**config.mk**
```make
export PLATFORM = sky130hd
export DESIGN_NAME = usc_top
export DESIGN_NICKNAME = d
export VERILOG_FILES = /design/src/hw/usc_pkg.sv /design/src/hw/usc_line_if.sv /design/src/hw/usc_top.sv /design/src/hw/usc_tx_engine.sv /design/src/hw/usc_rx_engine.sv
export SDC_FILE = /design/constraint.sdc
export NUM_CORES = 1
export LEC_CHECK = 0
export BUFFER_PORTS_ARGS = -buffer_cell sky130_fd_sc_hd__buf_2
export CAP_MARGIN = 40
export CORE_AREA = 8 8 116 225
export CTS_BUF_LIST = sky130_fd_sc_hd__clkbuf_4 sky130_fd_sc_hd__clkbuf_8
export DETAILED_ROUTE_END_ITERATION = 10
export DIE_AREA = 0 0 124 233
export PLACE_DENSITY = 0.54
export SLEW_MARGIN = 10
export SYNTH_ARGS = -nofsm -noshare
export SYNTH_HDL_FRONTEND = slang
export SYNTH_HIERARCHICAL = 1
export SYNTH_SLANG_ARGS = --single-unit
```
**constraint.sdc**
```tcl
create_clock -name pclk -period 3.7 [get_ports pclk]
set_input_delay 0.74 -clock pclk [delete_from_list [all_inputs] [get_ports pclk]]
set_output_delay 0.74 -clock pclk [all_outputs]
set_load 0.01 [all_outputs]
```
**src/hw/usc_pkg.sv**
```systemverilog
// Shared constants and types for the serial status and control block
package usc_pkg;
  localparam logic [7:0] OFF_STA = 8'h00;
  localparam logic [7:0] OFF_TXD = 8'h04;
  localparam logic [7:0] OFF_RXD = 8'h08;
  localparam logic [7:0] OFF_CTL = 8'h0C;
  localparam logic [7:0] OFF_IST = 8'h10;
  localparam logic [7:0] OFF_IMSK = 8'h14;
  localparam int B_TXM1 = 15;
  localparam int B_TX_SHIFT_EMPTY = 8;
  localparam int B_FULL = 9;
  localparam int B_BRK = 11;
  localparam int B_RSV = 12;
  localparam int B_RX_OVERRUN_FLAG = 1;
  localparam int B_INFRARED_ENCODE_ENABLE = 16;
  localparam int IRQ_TX = 0;
  localparam int IRQ_RX = 1;
  localparam int IRQ_OVR = 2;
  localparam logic [1:0] TXM_CHAR = 2'h0;
  localparam logic [1:0] TXM_DONE = 2'h1;
  localparam logic [1:0] TXM_EMPTY = 2'h2;
  localparam logic [1:0] RXM_3Q = 2'h2;
  localparam logic [1:0] RXM_FULL = 2'h3;
  localparam int BUF_DEPTH = 4;
  localparam logic [2:0] BUF_FULL = 3'h4;
  localparam logic [2:0] BUF_3Q = 3'h3;
  localparam logic [3:0] OVS_LAST = 4'hF;
  localparam logic [3:0] OVS_MID = 4'h7;
  localparam logic [3:0] IR_SLOTS = 4'h3;
  localparam logic [3:0] DATA_BITS = 4'h8;
  localparam logic [3:0] BRK_BITS = 4'hC;
  localparam logic [15:0] DIV_RESET = 16'h0014;
  typedef enum logic [1:0] {S_IDLE, S_START, S_DATA, S_STOP} usc_frame_t;
endpackage

```
**src/hw/usc_line_if.sv**
```systemverilog
// Signals between the control core and its two line engines
`timescale 1ns/1ps
interface usc_line_if;
  logic tick;
  logic tx_valid;
  logic tx_ready;
  logic [7:0] tx_data;
  logic tx_brk;
  logic tx_abort;
  logic tx_busy;
  logic tx_done;
  logic tx_brk_act;
  logic tx_raw;
  logic tx_slot;
  logic rx_line;
  logic rx_valid;
  logic [7:0] rx_data;
  logic rx_rx_framing_error;
  logic rx_idle;
  modport core(output tick, tx_valid, tx_data, tx_brk, tx_abort, rx_line,
    input tx_ready, tx_busy, tx_done, tx_brk_act, tx_raw, tx_slot,
    input rx_valid, rx_data, rx_rx_framing_error, rx_idle);
  modport txe(input tick, tx_valid, tx_data, tx_brk, tx_abort,
    output tx_ready, tx_busy, tx_done, tx_brk_act, tx_raw, tx_slot);
  modport rxe(input tick, rx_line,
    output rx_valid, rx_data, rx_rx_framing_error, rx_idle);
endinterface

```
**src/hw/usc_top.sv**
```systemverilog
// Serial port status and control core with APB register slave
`timescale 1ns/1ps
module usc_top import usc_pkg::*; (
  input wire logic pclk,
  input wire logic presetn,
  input wire logic psel,
  input wire logic penable,
  input wire logic pwrite,
  input wire logic [7:0] paddr,
  input wire logic [31:0] pwdata,
  output logic [31:0] prdata,
  output logic pready,
  output logic pslverr,
  input wire logic serial_rx_pin,
  output logic serial_tx_pin,
  output logic serial_tx_oe,
  output logic irq
);
  usc_line_if lnk();
  logic [1:0] txm_r;
  logic [1:0] rxm_r;
  logic inv_r;
  logic brk_r;
  logic en_r;
  logic address_detect_enable_r;
  logic rx_overrun_flag_r;
  logic infrared_encode_enable_r;
  logic [15:0] div_r;
  logic [15:0] dcnt_r;
  logic tick_r;
  logic [2:0] ist_r;
  logic [2:0] imsk_r;
  logic [7:0] txb_r [BUF_DEPTH];
  logic [8:0] rxb_r [BUF_DEPTH];
  logic [1:0] twp_r;
  logic [1:0] trp_r;
  logic [1:0] rwp_r;
  logic [1:0] rrp_r;
  logic [2:0] tcnt_r;
  logic [2:0] rcnt_r;
  logic rs1_r;
  logic rs2_r;
  logic pin_r;
  logic oe_r;
  logic [31:0] prdata_r;

  // Bus decode
  wire setup = psel && !penable;
  wire acc = psel && penable;
  wire wr = acc && pwrite;
  wire rd = acc && !pwrite;
  wire hit_sta = paddr == OFF_STA;
  wire hit_txd = paddr == OFF_TXD;
  wire hit_rxd = paddr == OFF_RXD;
  wire hit_ctl = paddr == OFF_CTL;
  wire hit_ist = paddr == OFF_IST;
  wire hit_imsk = paddr == OFF_IMSK;
  wire mapped = hit_sta || hit_txd || hit_rxd || hit_ctl || hit_ist ||
                hit_imsk;
  wire wr_sta = wr && hit_sta;
  assign pready = 1'b1;
  assign pslverr = acc && !mapped;
  assign prdata = prdata_r;

  // Transmit side
  wire tx_full = tcnt_r == BUF_FULL;
  // Writes to a full buffer are dropped silently
  wire tx_push = wr && hit_txd && en_r && !tx_full;
  wire tx_pop = lnk.tx_valid && lnk.tx_ready;
  wire [2:0] tcnt_nxt = !en_r ? 3'h0 :
                        tcnt_r + {2'h0, tx_push} - {2'h0, tx_pop};
  wire tx_shift_empty = tcnt_r == 3'h0 && !lnk.tx_busy;
  wire ev_char = txm_r == TXM_CHAR && tx_pop;
  wire ev_empty = txm_r == TXM_EMPTY && tx_pop && tcnt_nxt == 3'h0;
  wire ev_done = txm_r == TXM_DONE && lnk.tx_done &&
                 tcnt_r == 3'h0;
  // Reserved mode 11 raises no transmit event at all
  wire tx_ev = ev_char || ev_empty || ev_done;
  wire brk_clr = lnk.tx_done && lnk.tx_brk_act;
  // A fresh software write of the break bit beats the hardware clear
  wire brk_nxt = wr_sta ? pwdata[B_BRK] : brk_r && !brk_clr;
  wire ir_low = !lnk.tx_raw && lnk.tx_slot;
  wire ir_pin = inv_r ? !ir_low : ir_low;
  wire pin_nxt = infrared_encode_enable_r ? ir_pin : lnk.tx_raw ^ inv_r;

  // Receive side
  wire rx_full = rcnt_r == BUF_FULL;
  wire rx_pop = rd && hit_rxd && rcnt_r != 3'h0;
  wire rx_push = lnk.rx_valid && !rx_full;
  wire rx_ovf = lnk.rx_valid && rx_full;
  wire [2:0] rcnt_nxt = rcnt_r + {2'h0, rx_push} - {2'h0, rx_pop};
  wire ev_any = rx_push && !rxm_r[1];
  wire ev_3q = rx_push && rxm_r == RXM_3Q && rcnt_nxt == BUF_3Q;
  wire ev_rfull = rx_push && rxm_r == RXM_FULL &&
                  rcnt_nxt == BUF_FULL;
  wire rx_ev = ev_any || ev_3q || ev_rfull;
  wire rda = rcnt_r != 3'h0;
  wire [8:0] rx_head = rxb_r[rrp_r];
  // Set wins over the clear, so no lost character goes unreported
  wire rx_overrun_flag_nxt = rx_ovf || (rx_overrun_flag_r && !(wr_sta && !pwdata[B_RX_OVERRUN_FLAG]));

  // Interrupt status, write one to clear, set wins
  wire [2:0] ev = {rx_ovf, rx_ev, tx_ev};
  wire [2:0] ist_w1c = (wr && hit_ist) ? pwdata[2:0] : 3'h0;
  wire [2:0] ist_nxt = ev | (ist_r & ~ist_w1c);
  assign irq = |(ist_r & imsk_r);

  // Read path; parity is not supported so its flag reads zero
  wire [15:0] sta_word = {txm_r[1], inv_r, txm_r[0], 1'b0,
                          brk_r, en_r, tx_full, tx_shift_empty,
                          rxm_r, address_detect_enable_r, lnk.rx_idle, 1'b0,
                          rx_head[8] && rda, rx_overrun_flag_r, rda};
  wire [31:0] rd_word = hit_sta ? {16'h0000, sta_word} :
                        hit_rxd ? {24'h000000, rx_head[7:0]} :
                        hit_ctl ? {15'h0000, infrared_encode_enable_r, div_r} :
                        hit_ist ? {29'h00000000, ist_r} :
                        hit_imsk ? {29'h00000000, imsk_r} : 32'h00000000;

  assign lnk.tick = tick_r;
  assign lnk.tx_valid = en_r && tcnt_r != 3'h0;
  assign lnk.tx_data = txb_r[trp_r];
  assign lnk.tx_brk = brk_r;
  assign lnk.tx_abort = !en_r;
  assign lnk.rx_line = rs2_r;
  assign serial_tx_pin = pin_r;
  assign serial_tx_oe = oe_r;

  usc_tx_engine u_tx (
    .pclk(pclk),
    .presetn(presetn),
    .lnk(lnk.txe)
  );

  usc_rx_engine u_rx (
    .pclk(pclk),
    .presetn(presetn),
    .lnk(lnk.rxe)
  );

  // Oversample tick divider, one pulse every div_r + 1 cycles
  always_ff @(posedge pclk or negedge presetn) begin
    if (!presetn) begin
      dcnt_r <= 16'h0000;
      tick_r <= 1'b0;
    end else begin
      tick_r <= dcnt_r == div_r;
      dcnt_r <= (dcnt_r >= div_r) ? 16'h0000 : dcnt_r + 16'h0001;
    end
  end

  // Pin side flops; receive line is asynchronous
  always_ff @(posedge pclk or negedge presetn) begin
    if (!presetn) begin
      rs1_r <= 1'b1;
      rs2_r <= 1'b1;
      pin_r <= 1'b1;
      oe_r <= 1'b0;
    end else begin
      rs1_r <= serial_rx_pin;
      rs2_r <= rs1_r;
      pin_r <= pin_nxt;
      oe_r <= en_r;
    end
  end

  // Software registers
  always_ff @(posedge pclk or negedge presetn) begin
    if (!presetn) begin
      txm_r <= 2'h0;
      rxm_r <= 2'h0;
      inv_r <= 1'b0;
      en_r <= 1'b0;
      address_detect_enable_r <= 1'b0;
      infrared_encode_enable_r <= 1'b0;
      div_r <= DIV_RESET;
      imsk_r <= 3'h0;
    end else if (wr && hit_sta) begin
      txm_r <= {pwdata[B_TXM1], pwdata[13]};
      inv_r <= pwdata[14];
      en_r <= pwdata[10];
      rxm_r <= pwdata[7:6];
      address_detect_enable_r <= pwdata[5];
    end else if (wr && hit_ctl) begin
      div_r <= pwdata[15:0];
      infrared_encode_enable_r <= pwdata[B_INFRARED_ENCODE_ENABLE];
    end else if (wr && hit_imsk) begin
      imsk_r <= pwdata[2:0];
    end
  end

  // Flags, counters and read data
  always_ff @(posedge pclk or negedge presetn) begin
    if (!presetn) begin
      brk_r <= 1'b0;
      rx_overrun_flag_r <= 1'b0;
      ist_r <= 3'h0;
      tcnt_r <= 3'h0;
      rcnt_r <= 3'h0;
      twp_r <= 2'h0;
      trp_r <= 2'h0;
      rwp_r <= 2'h0;
      rrp_r <= 2'h0;
      prdata_r <= 32'h00000000;
    end else begin
      brk_r <= brk_nxt;
      rx_overrun_flag_r <= rx_overrun_flag_nxt;
      ist_r <= ist_nxt;
      tcnt_r <= tcnt_nxt;
      rcnt_r <= rcnt_nxt;
      twp_r <= !en_r ? 2'h0 : twp_r + {1'b0, tx_push};
      trp_r <= !en_r ? 2'h0 : trp_r + {1'b0, tx_pop};
      rwp_r <= rwp_r + {1'b0, rx_push};
      rrp_r <= rrp_r + {1'b0, rx_pop};
      if (setup) prdata_r <= rd_word;
    end
  end

  // Buffer storage needs no reset
  always_ff @(posedge pclk) begin
    if (tx_push) txb_r[twp_r] <= pwdata[7:0];
    if (rx_push) rxb_r[rwp_r] <= {lnk.rx_rx_framing_error, lnk.rx_data};
  end
endmodule

```
**src/hw/usc_tx_engine.sv**
```systemverilog
// Transmit shifter: start, data or break bits, stop, at 16 ticks a bit
`timescale 1ns/1ps
module usc_tx_engine import usc_pkg::*; (
  input wire logic pclk,
  input wire logic presetn,
  usc_line_if.txe lnk
);
  usc_frame_t st_r;
  logic [3:0] tk_r;
  logic [3:0] bit_r;
  logic [3:0] nb_r;
  logic [11:0] sh_r;
  logic brk_r;
  wire bit_end = lnk.tick && tk_r == OVS_LAST;
  wire load = lnk.tx_valid && st_r == S_IDLE;
  assign lnk.tx_ready = st_r == S_IDLE;
  assign lnk.tx_busy = st_r != S_IDLE;
  assign lnk.tx_brk_act = brk_r;
  assign lnk.tx_slot = tk_r < IR_SLOTS;
  assign lnk.tx_done = bit_end && st_r == S_STOP;
  assign lnk.tx_raw = st_r == S_START ? 1'b0 :
                      st_r == S_DATA ? sh_r[0] : 1'b1;
  always_ff @(posedge pclk or negedge presetn) begin
    if (!presetn) begin
      st_r <= S_IDLE;
      tk_r <= 4'h0;
      bit_r <= 4'h0;
      nb_r <= 4'h0;
      sh_r <= 12'h000;
      brk_r <= 1'b0;
    end else if (lnk.tx_abort) begin
      st_r <= S_IDLE;
      tk_r <= 4'h0;
      brk_r <= 1'b0;
    end else if (load) begin
      // A break frame swallows the queued character as a dummy
      st_r <= S_START;
      tk_r <= 4'h0;
      bit_r <= 4'h0;
      brk_r <= lnk.tx_brk;
      nb_r <= lnk.tx_brk ? BRK_BITS : DATA_BITS;
      sh_r <= lnk.tx_brk ? 12'h000 : {4'h0, lnk.tx_data};
    end else if (lnk.tick && st_r != S_IDLE) begin
      tk_r <= tk_r + 4'h1;
      if (bit_end) begin
        unique case (st_r)
          S_IDLE: ;
          S_START: st_r <= S_DATA;
          S_DATA: begin
            sh_r <= {1'b0, sh_r[11:1]};
            bit_r <= bit_r + 4'h1;
            if (bit_r == nb_r - 4'h1) st_r <= S_STOP;
          end
          S_STOP: begin
            st_r <= S_IDLE;
            brk_r <= 1'b0;
          end
        endcase
      end
    end
  end
endmodule

```
**src/hw/usc_rx_engine.sv**
```systemverilog
// Receive shifter: mid-bit sampling of an 8N1 frame at 16 ticks a bit
`timescale 1ns/1ps
module usc_rx_engine import usc_pkg::*; (
  input wire logic pclk,
  input wire logic presetn,
  usc_line_if.rxe lnk
);
  usc_frame_t st_r;
  logic [3:0] tk_r;
  logic [3:0] bit_r;
  logic [7:0] sh_r;
  logic vld_r;
  logic rx_framing_error_r;
  wire smp_mid = lnk.tick && tk_r == OVS_MID;
  wire smp_end = lnk.tick && tk_r == OVS_LAST;
  assign lnk.rx_valid = vld_r;
  assign lnk.rx_data = sh_r;
  assign lnk.rx_rx_framing_error = rx_framing_error_r;
  assign lnk.rx_idle = st_r == S_IDLE;
  always_ff @(posedge pclk or negedge presetn) begin
    if (!presetn) begin
      st_r <= S_IDLE;
      tk_r <= 4'h0;
      bit_r <= 4'h0;
      sh_r <= 8'h00;
      vld_r <= 1'b0;
      rx_framing_error_r <= 1'b0;
    end else begin
      vld_r <= 1'b0;
      if (lnk.tick) tk_r <= tk_r + 4'h1;
      unique case (st_r)
        S_IDLE: begin
          tk_r <= 4'h0;
          bit_r <= 4'h0;
          if (!lnk.rx_line) st_r <= S_START;
        end
        S_START: begin
          // A glitch shorter than half a bit is dropped here
          if (smp_mid) begin
            tk_r <= 4'h0;
            st_r <= lnk.rx_line ? S_IDLE : S_DATA;
          end
        end
        S_DATA: begin
          if (smp_end) begin
            sh_r <= {lnk.rx_line, sh_r[7:1]};
            bit_r <= bit_r + 4'h1;
            if (bit_r == DATA_BITS - 4'h1) st_r <= S_STOP;
          end
        end
        S_STOP: begin
          if (smp_end) begin
            vld_r <= 1'b1;
            rx_framing_error_r <= !lnk.rx_line;
            st_r <= S_IDLE;
          end
        end
      endcase
    end
  end
endmodule

```
==> reports/metrics.cfg <==
[status]
status = finished clean

[floorplan]
coreArea_um2 = 23100
die_w_um = 124
die_h_um = 233
floorplan.die_area_um2 = 28900
num_rows = 79
io_pins = 83
initial_core_util_pct = 39.4

[clock_tree]
max-clock-path-buffers = 2
cts-root-buf = clkbuf_8
clock_sinks = 193
postCtsHoldBufs = 0
clk_pin_slew_ns = 0.10
cts_resized = 0
cts_buffers = 17
htreeDepth = 4
clk_latency_ns = 0.49
tritoncts = done
cts_setup_buffers = 0

[timing]
max_freq_mhz = 294
rsz0062_at_grt = false
period_needed_ns = 3.40
worst_pin_slew_ns = 0.701
skew_ns = 0.0126
finalCritPeriodShare_pct = 92.0
hold_viol_final = 0
slew_headroom_pct = 52.6
final-setup-viol-count = 0
slew_violations = 0

[synth]
async_flop_share_pct = 64.8
synth_top_area_share_pct = 32.9
synth_common_cells = dfrtp_1, edfxtp_1, nand2_1, inv_1, nor2_1
ys_types = 79
yosys.area.top_type = dfrtp_1
dominantRegCellSynth = dfrtp_1
seq_area_frac_synth_pct = 56.8
synth_edf_count = 68
synth_seq_cells = 193
syn_inst = 735
synth_area_leaders = dfrtp_1, edfxtp_1, mux4_2
ys_warn_count = 6
synth_most_common_cell = dfrtp_1
syn_area_per_cell_um2 = 12.4
synth.cell_area_um2 = 9110

[setup_path]
path_delay_family = simple AND/OR/NAND/NOR gates
critPathKind = in2reg
critPathMostFrequentCell = ha_1
cp_cell_sequence = buf_2 > or4_4 > nor2_1 > and4b_1 > ha_1 > inv_1 > ha_1 > fa_1 > xor3_1 > or4b_2 > nand3_1 > a22o_1
end_kind = register
slowest_delay_ns = 0.62
cp_slowest_cell = or4b_2
required_ns = 4.13
path_buf_inv = 2
rrSetupSlack_ns = 0.35
cp_max_fo = 3
arrival_ns = 3.84
critPathLaunchType = input pin

[place]
gp_congestion = 0.847
portBuffers = 51
dp.cells = 1065
dpl.hpwl_mm = 16.5

[global_routing]
grt_overflow = 0
track_usage_pct = 16.0
grt_pass1_vias = 6344
grt_start_max_net_pins = 50
antenna_found_initial = 2
grt_first_pass_wirelength_mm = 34.6

[pwr]
clockPowerShare_pct = 36.4
vdd_drop_max_mv = 0.221
switching_share_pct = 25.2
p_sw_uw = 964
power_frac_comb_pct = 4.7
p_leak_uw = 0.00433
p_per_area_nw_per_um2 = 376
seqPwrFrac_pct = 58.9
intPower_uw = 2860

[finish]
num-nets-final = 878
areaGrowthSynthToFinish_pct = 11.5
final-seq-area_um2 = 5180
drive_above_1_share_pct = 21.9
final_core_utilization_pct = 43.9
multi_input_comb_area_um2 = 3580
fillers = 2151
fin_cells = 1099

[detailed_routing]
drcViolationCount = 0
viasPerCell = 5.36
drt_first_pass_iters = 5
vias = 5891
ant_nets = 0
wire_per_inst_um = 19.6
drt_iter0_drc = 294
totalWireLength_mm = 21.6

[job]
cap_violations = 0

[hold_path]
hp-class = in2async

==> state kept, by name (all words and copies together), names as in the netlist, 3 cells and up, named ones only <==
| signal | flops |
|---|---|
| u_tx/sh_r | 8 |
| u_rx/lnk.rx_data | 8 |
| tcnt_r | 3 |
| ist_r | 3 |
| u_rx/tk_r | 4 |
| prdata | 17 |
| u_tx/tk_r | 4 |
| rcnt_r | 3 |
| div_r | 16 |
| imsk_r | 3 |
| dcnt_r | 16 |
| rxb_r | 36 |
| u_rx/bit_r | 4 |
| u_tx/bit_r | 4 |
| txb_r | 32 |
==> power groups by stage <==
stage / registers (uW) / clock network, uW / logic [uW]
after global routing: 2260 / 1520 / 199
final: 2250 / 1390 / 179
after detailed placement: 2300 / 0 / 182
after floorplan: 2290 / 0 / 89.4
after global placement: 2290 / 0 / 176
after CTS: 2250 / 1450 / 182
==> final timing paths <==
check / from / endpoint / cells past startpoint
hold reg to reg: rs1_r / lnk.rx_line / 0
setup / recovery: paddr[0] / ist_r[1] / 12
hold / removal: presetn / u_tx/sh_r[1] / 1
min in group pclk: serial_rx_pin / rs1_r / 1
max in group asynchronous: presetn / serial_tx_pin / 2
setup reg to reg: rcnt_r[1] / ist_r[1] / 11
==> cell usage in the layout, fill, tap and decap left out, types with 7 or more instances in the layout <==
cell,count
nor2_1,34
xnor2_1,14
ha_1,29
o21ai_0,26
xor2_1,11
o211ai_1,7
mux2_2,23
nand2b_1,9
clkbuf_8,17
conb_1,16
buf_2,50
buf_4,29
nor3_1,30
inv_1,39
dfrtp_1,120
mux2i_1,17
nor2b_1,11
nand4_1,15
nand2_1,55
mux4_2,17
nand3_1,25
a21oi_1,19
mux2_4,7
edfxtp_1,68
==> layer usage <==
layer	up-vias	part of all wire (%)	wire, um	GRT usage [%]
met5	-	0	0	0
met4	0	3.9	851	8.49
met3	39	3.7	794	3.69
met2	121	56	12200	29.6
met1	2924	36	7750	15.9
li1	2807	-	-	-
==> cell families after synthesis <==
logic type | count (synthesis) | share of synthesized area (%)
AO/OA/AOI/OAI | 98 | 7.22
XOR/XNOR | 26 | 2.66
adder cells (fa/ha/maj) | 31 | 4.42
buffers and inverters | 87 | 4.64
flip-flops | 193 | 56.8
multiplexers | 64 | 10.1
other | 2 | 0.0824
AND/OR/NAND/NOR | 234 | 14.1
==> final cells by class <==
| class | count | share of cell area (%) |
|---|---|---|
| repair buffers | 80 | 4.80 |
| flip-flops and latches | 193 | 50.9 |
| well taps | 283 | 3.48 |
| clock buffers | 17 | 2.30 |
| diodes | 2 | 0.0493 |
| multi-input cells | 469 | 35.2 |
| clock inverters | 15 | 1.74 |
| inverters | 40 | 1.48 |
==> metrics by stage <==
stage	setup WS, ns	setup TNS (ns)	cell area (um2)	hold WS, ns	total power (uW)
2_1_floorplan	0.0209	0	9170	0.345	2380
3_3_place_gp	-0.149	-0.149	9740	0.348	2470
3_5_place_dp	-0.210	-0.210	9750	0.355	2480
4_1_cts	0.332	0	10200	0.141	3890
5_1_grt	0.231	0	10200	0.157	3980
6_report	0.296	0	10200	0.169	3820
Note: power is estimated with default switching activity, not from simulation.
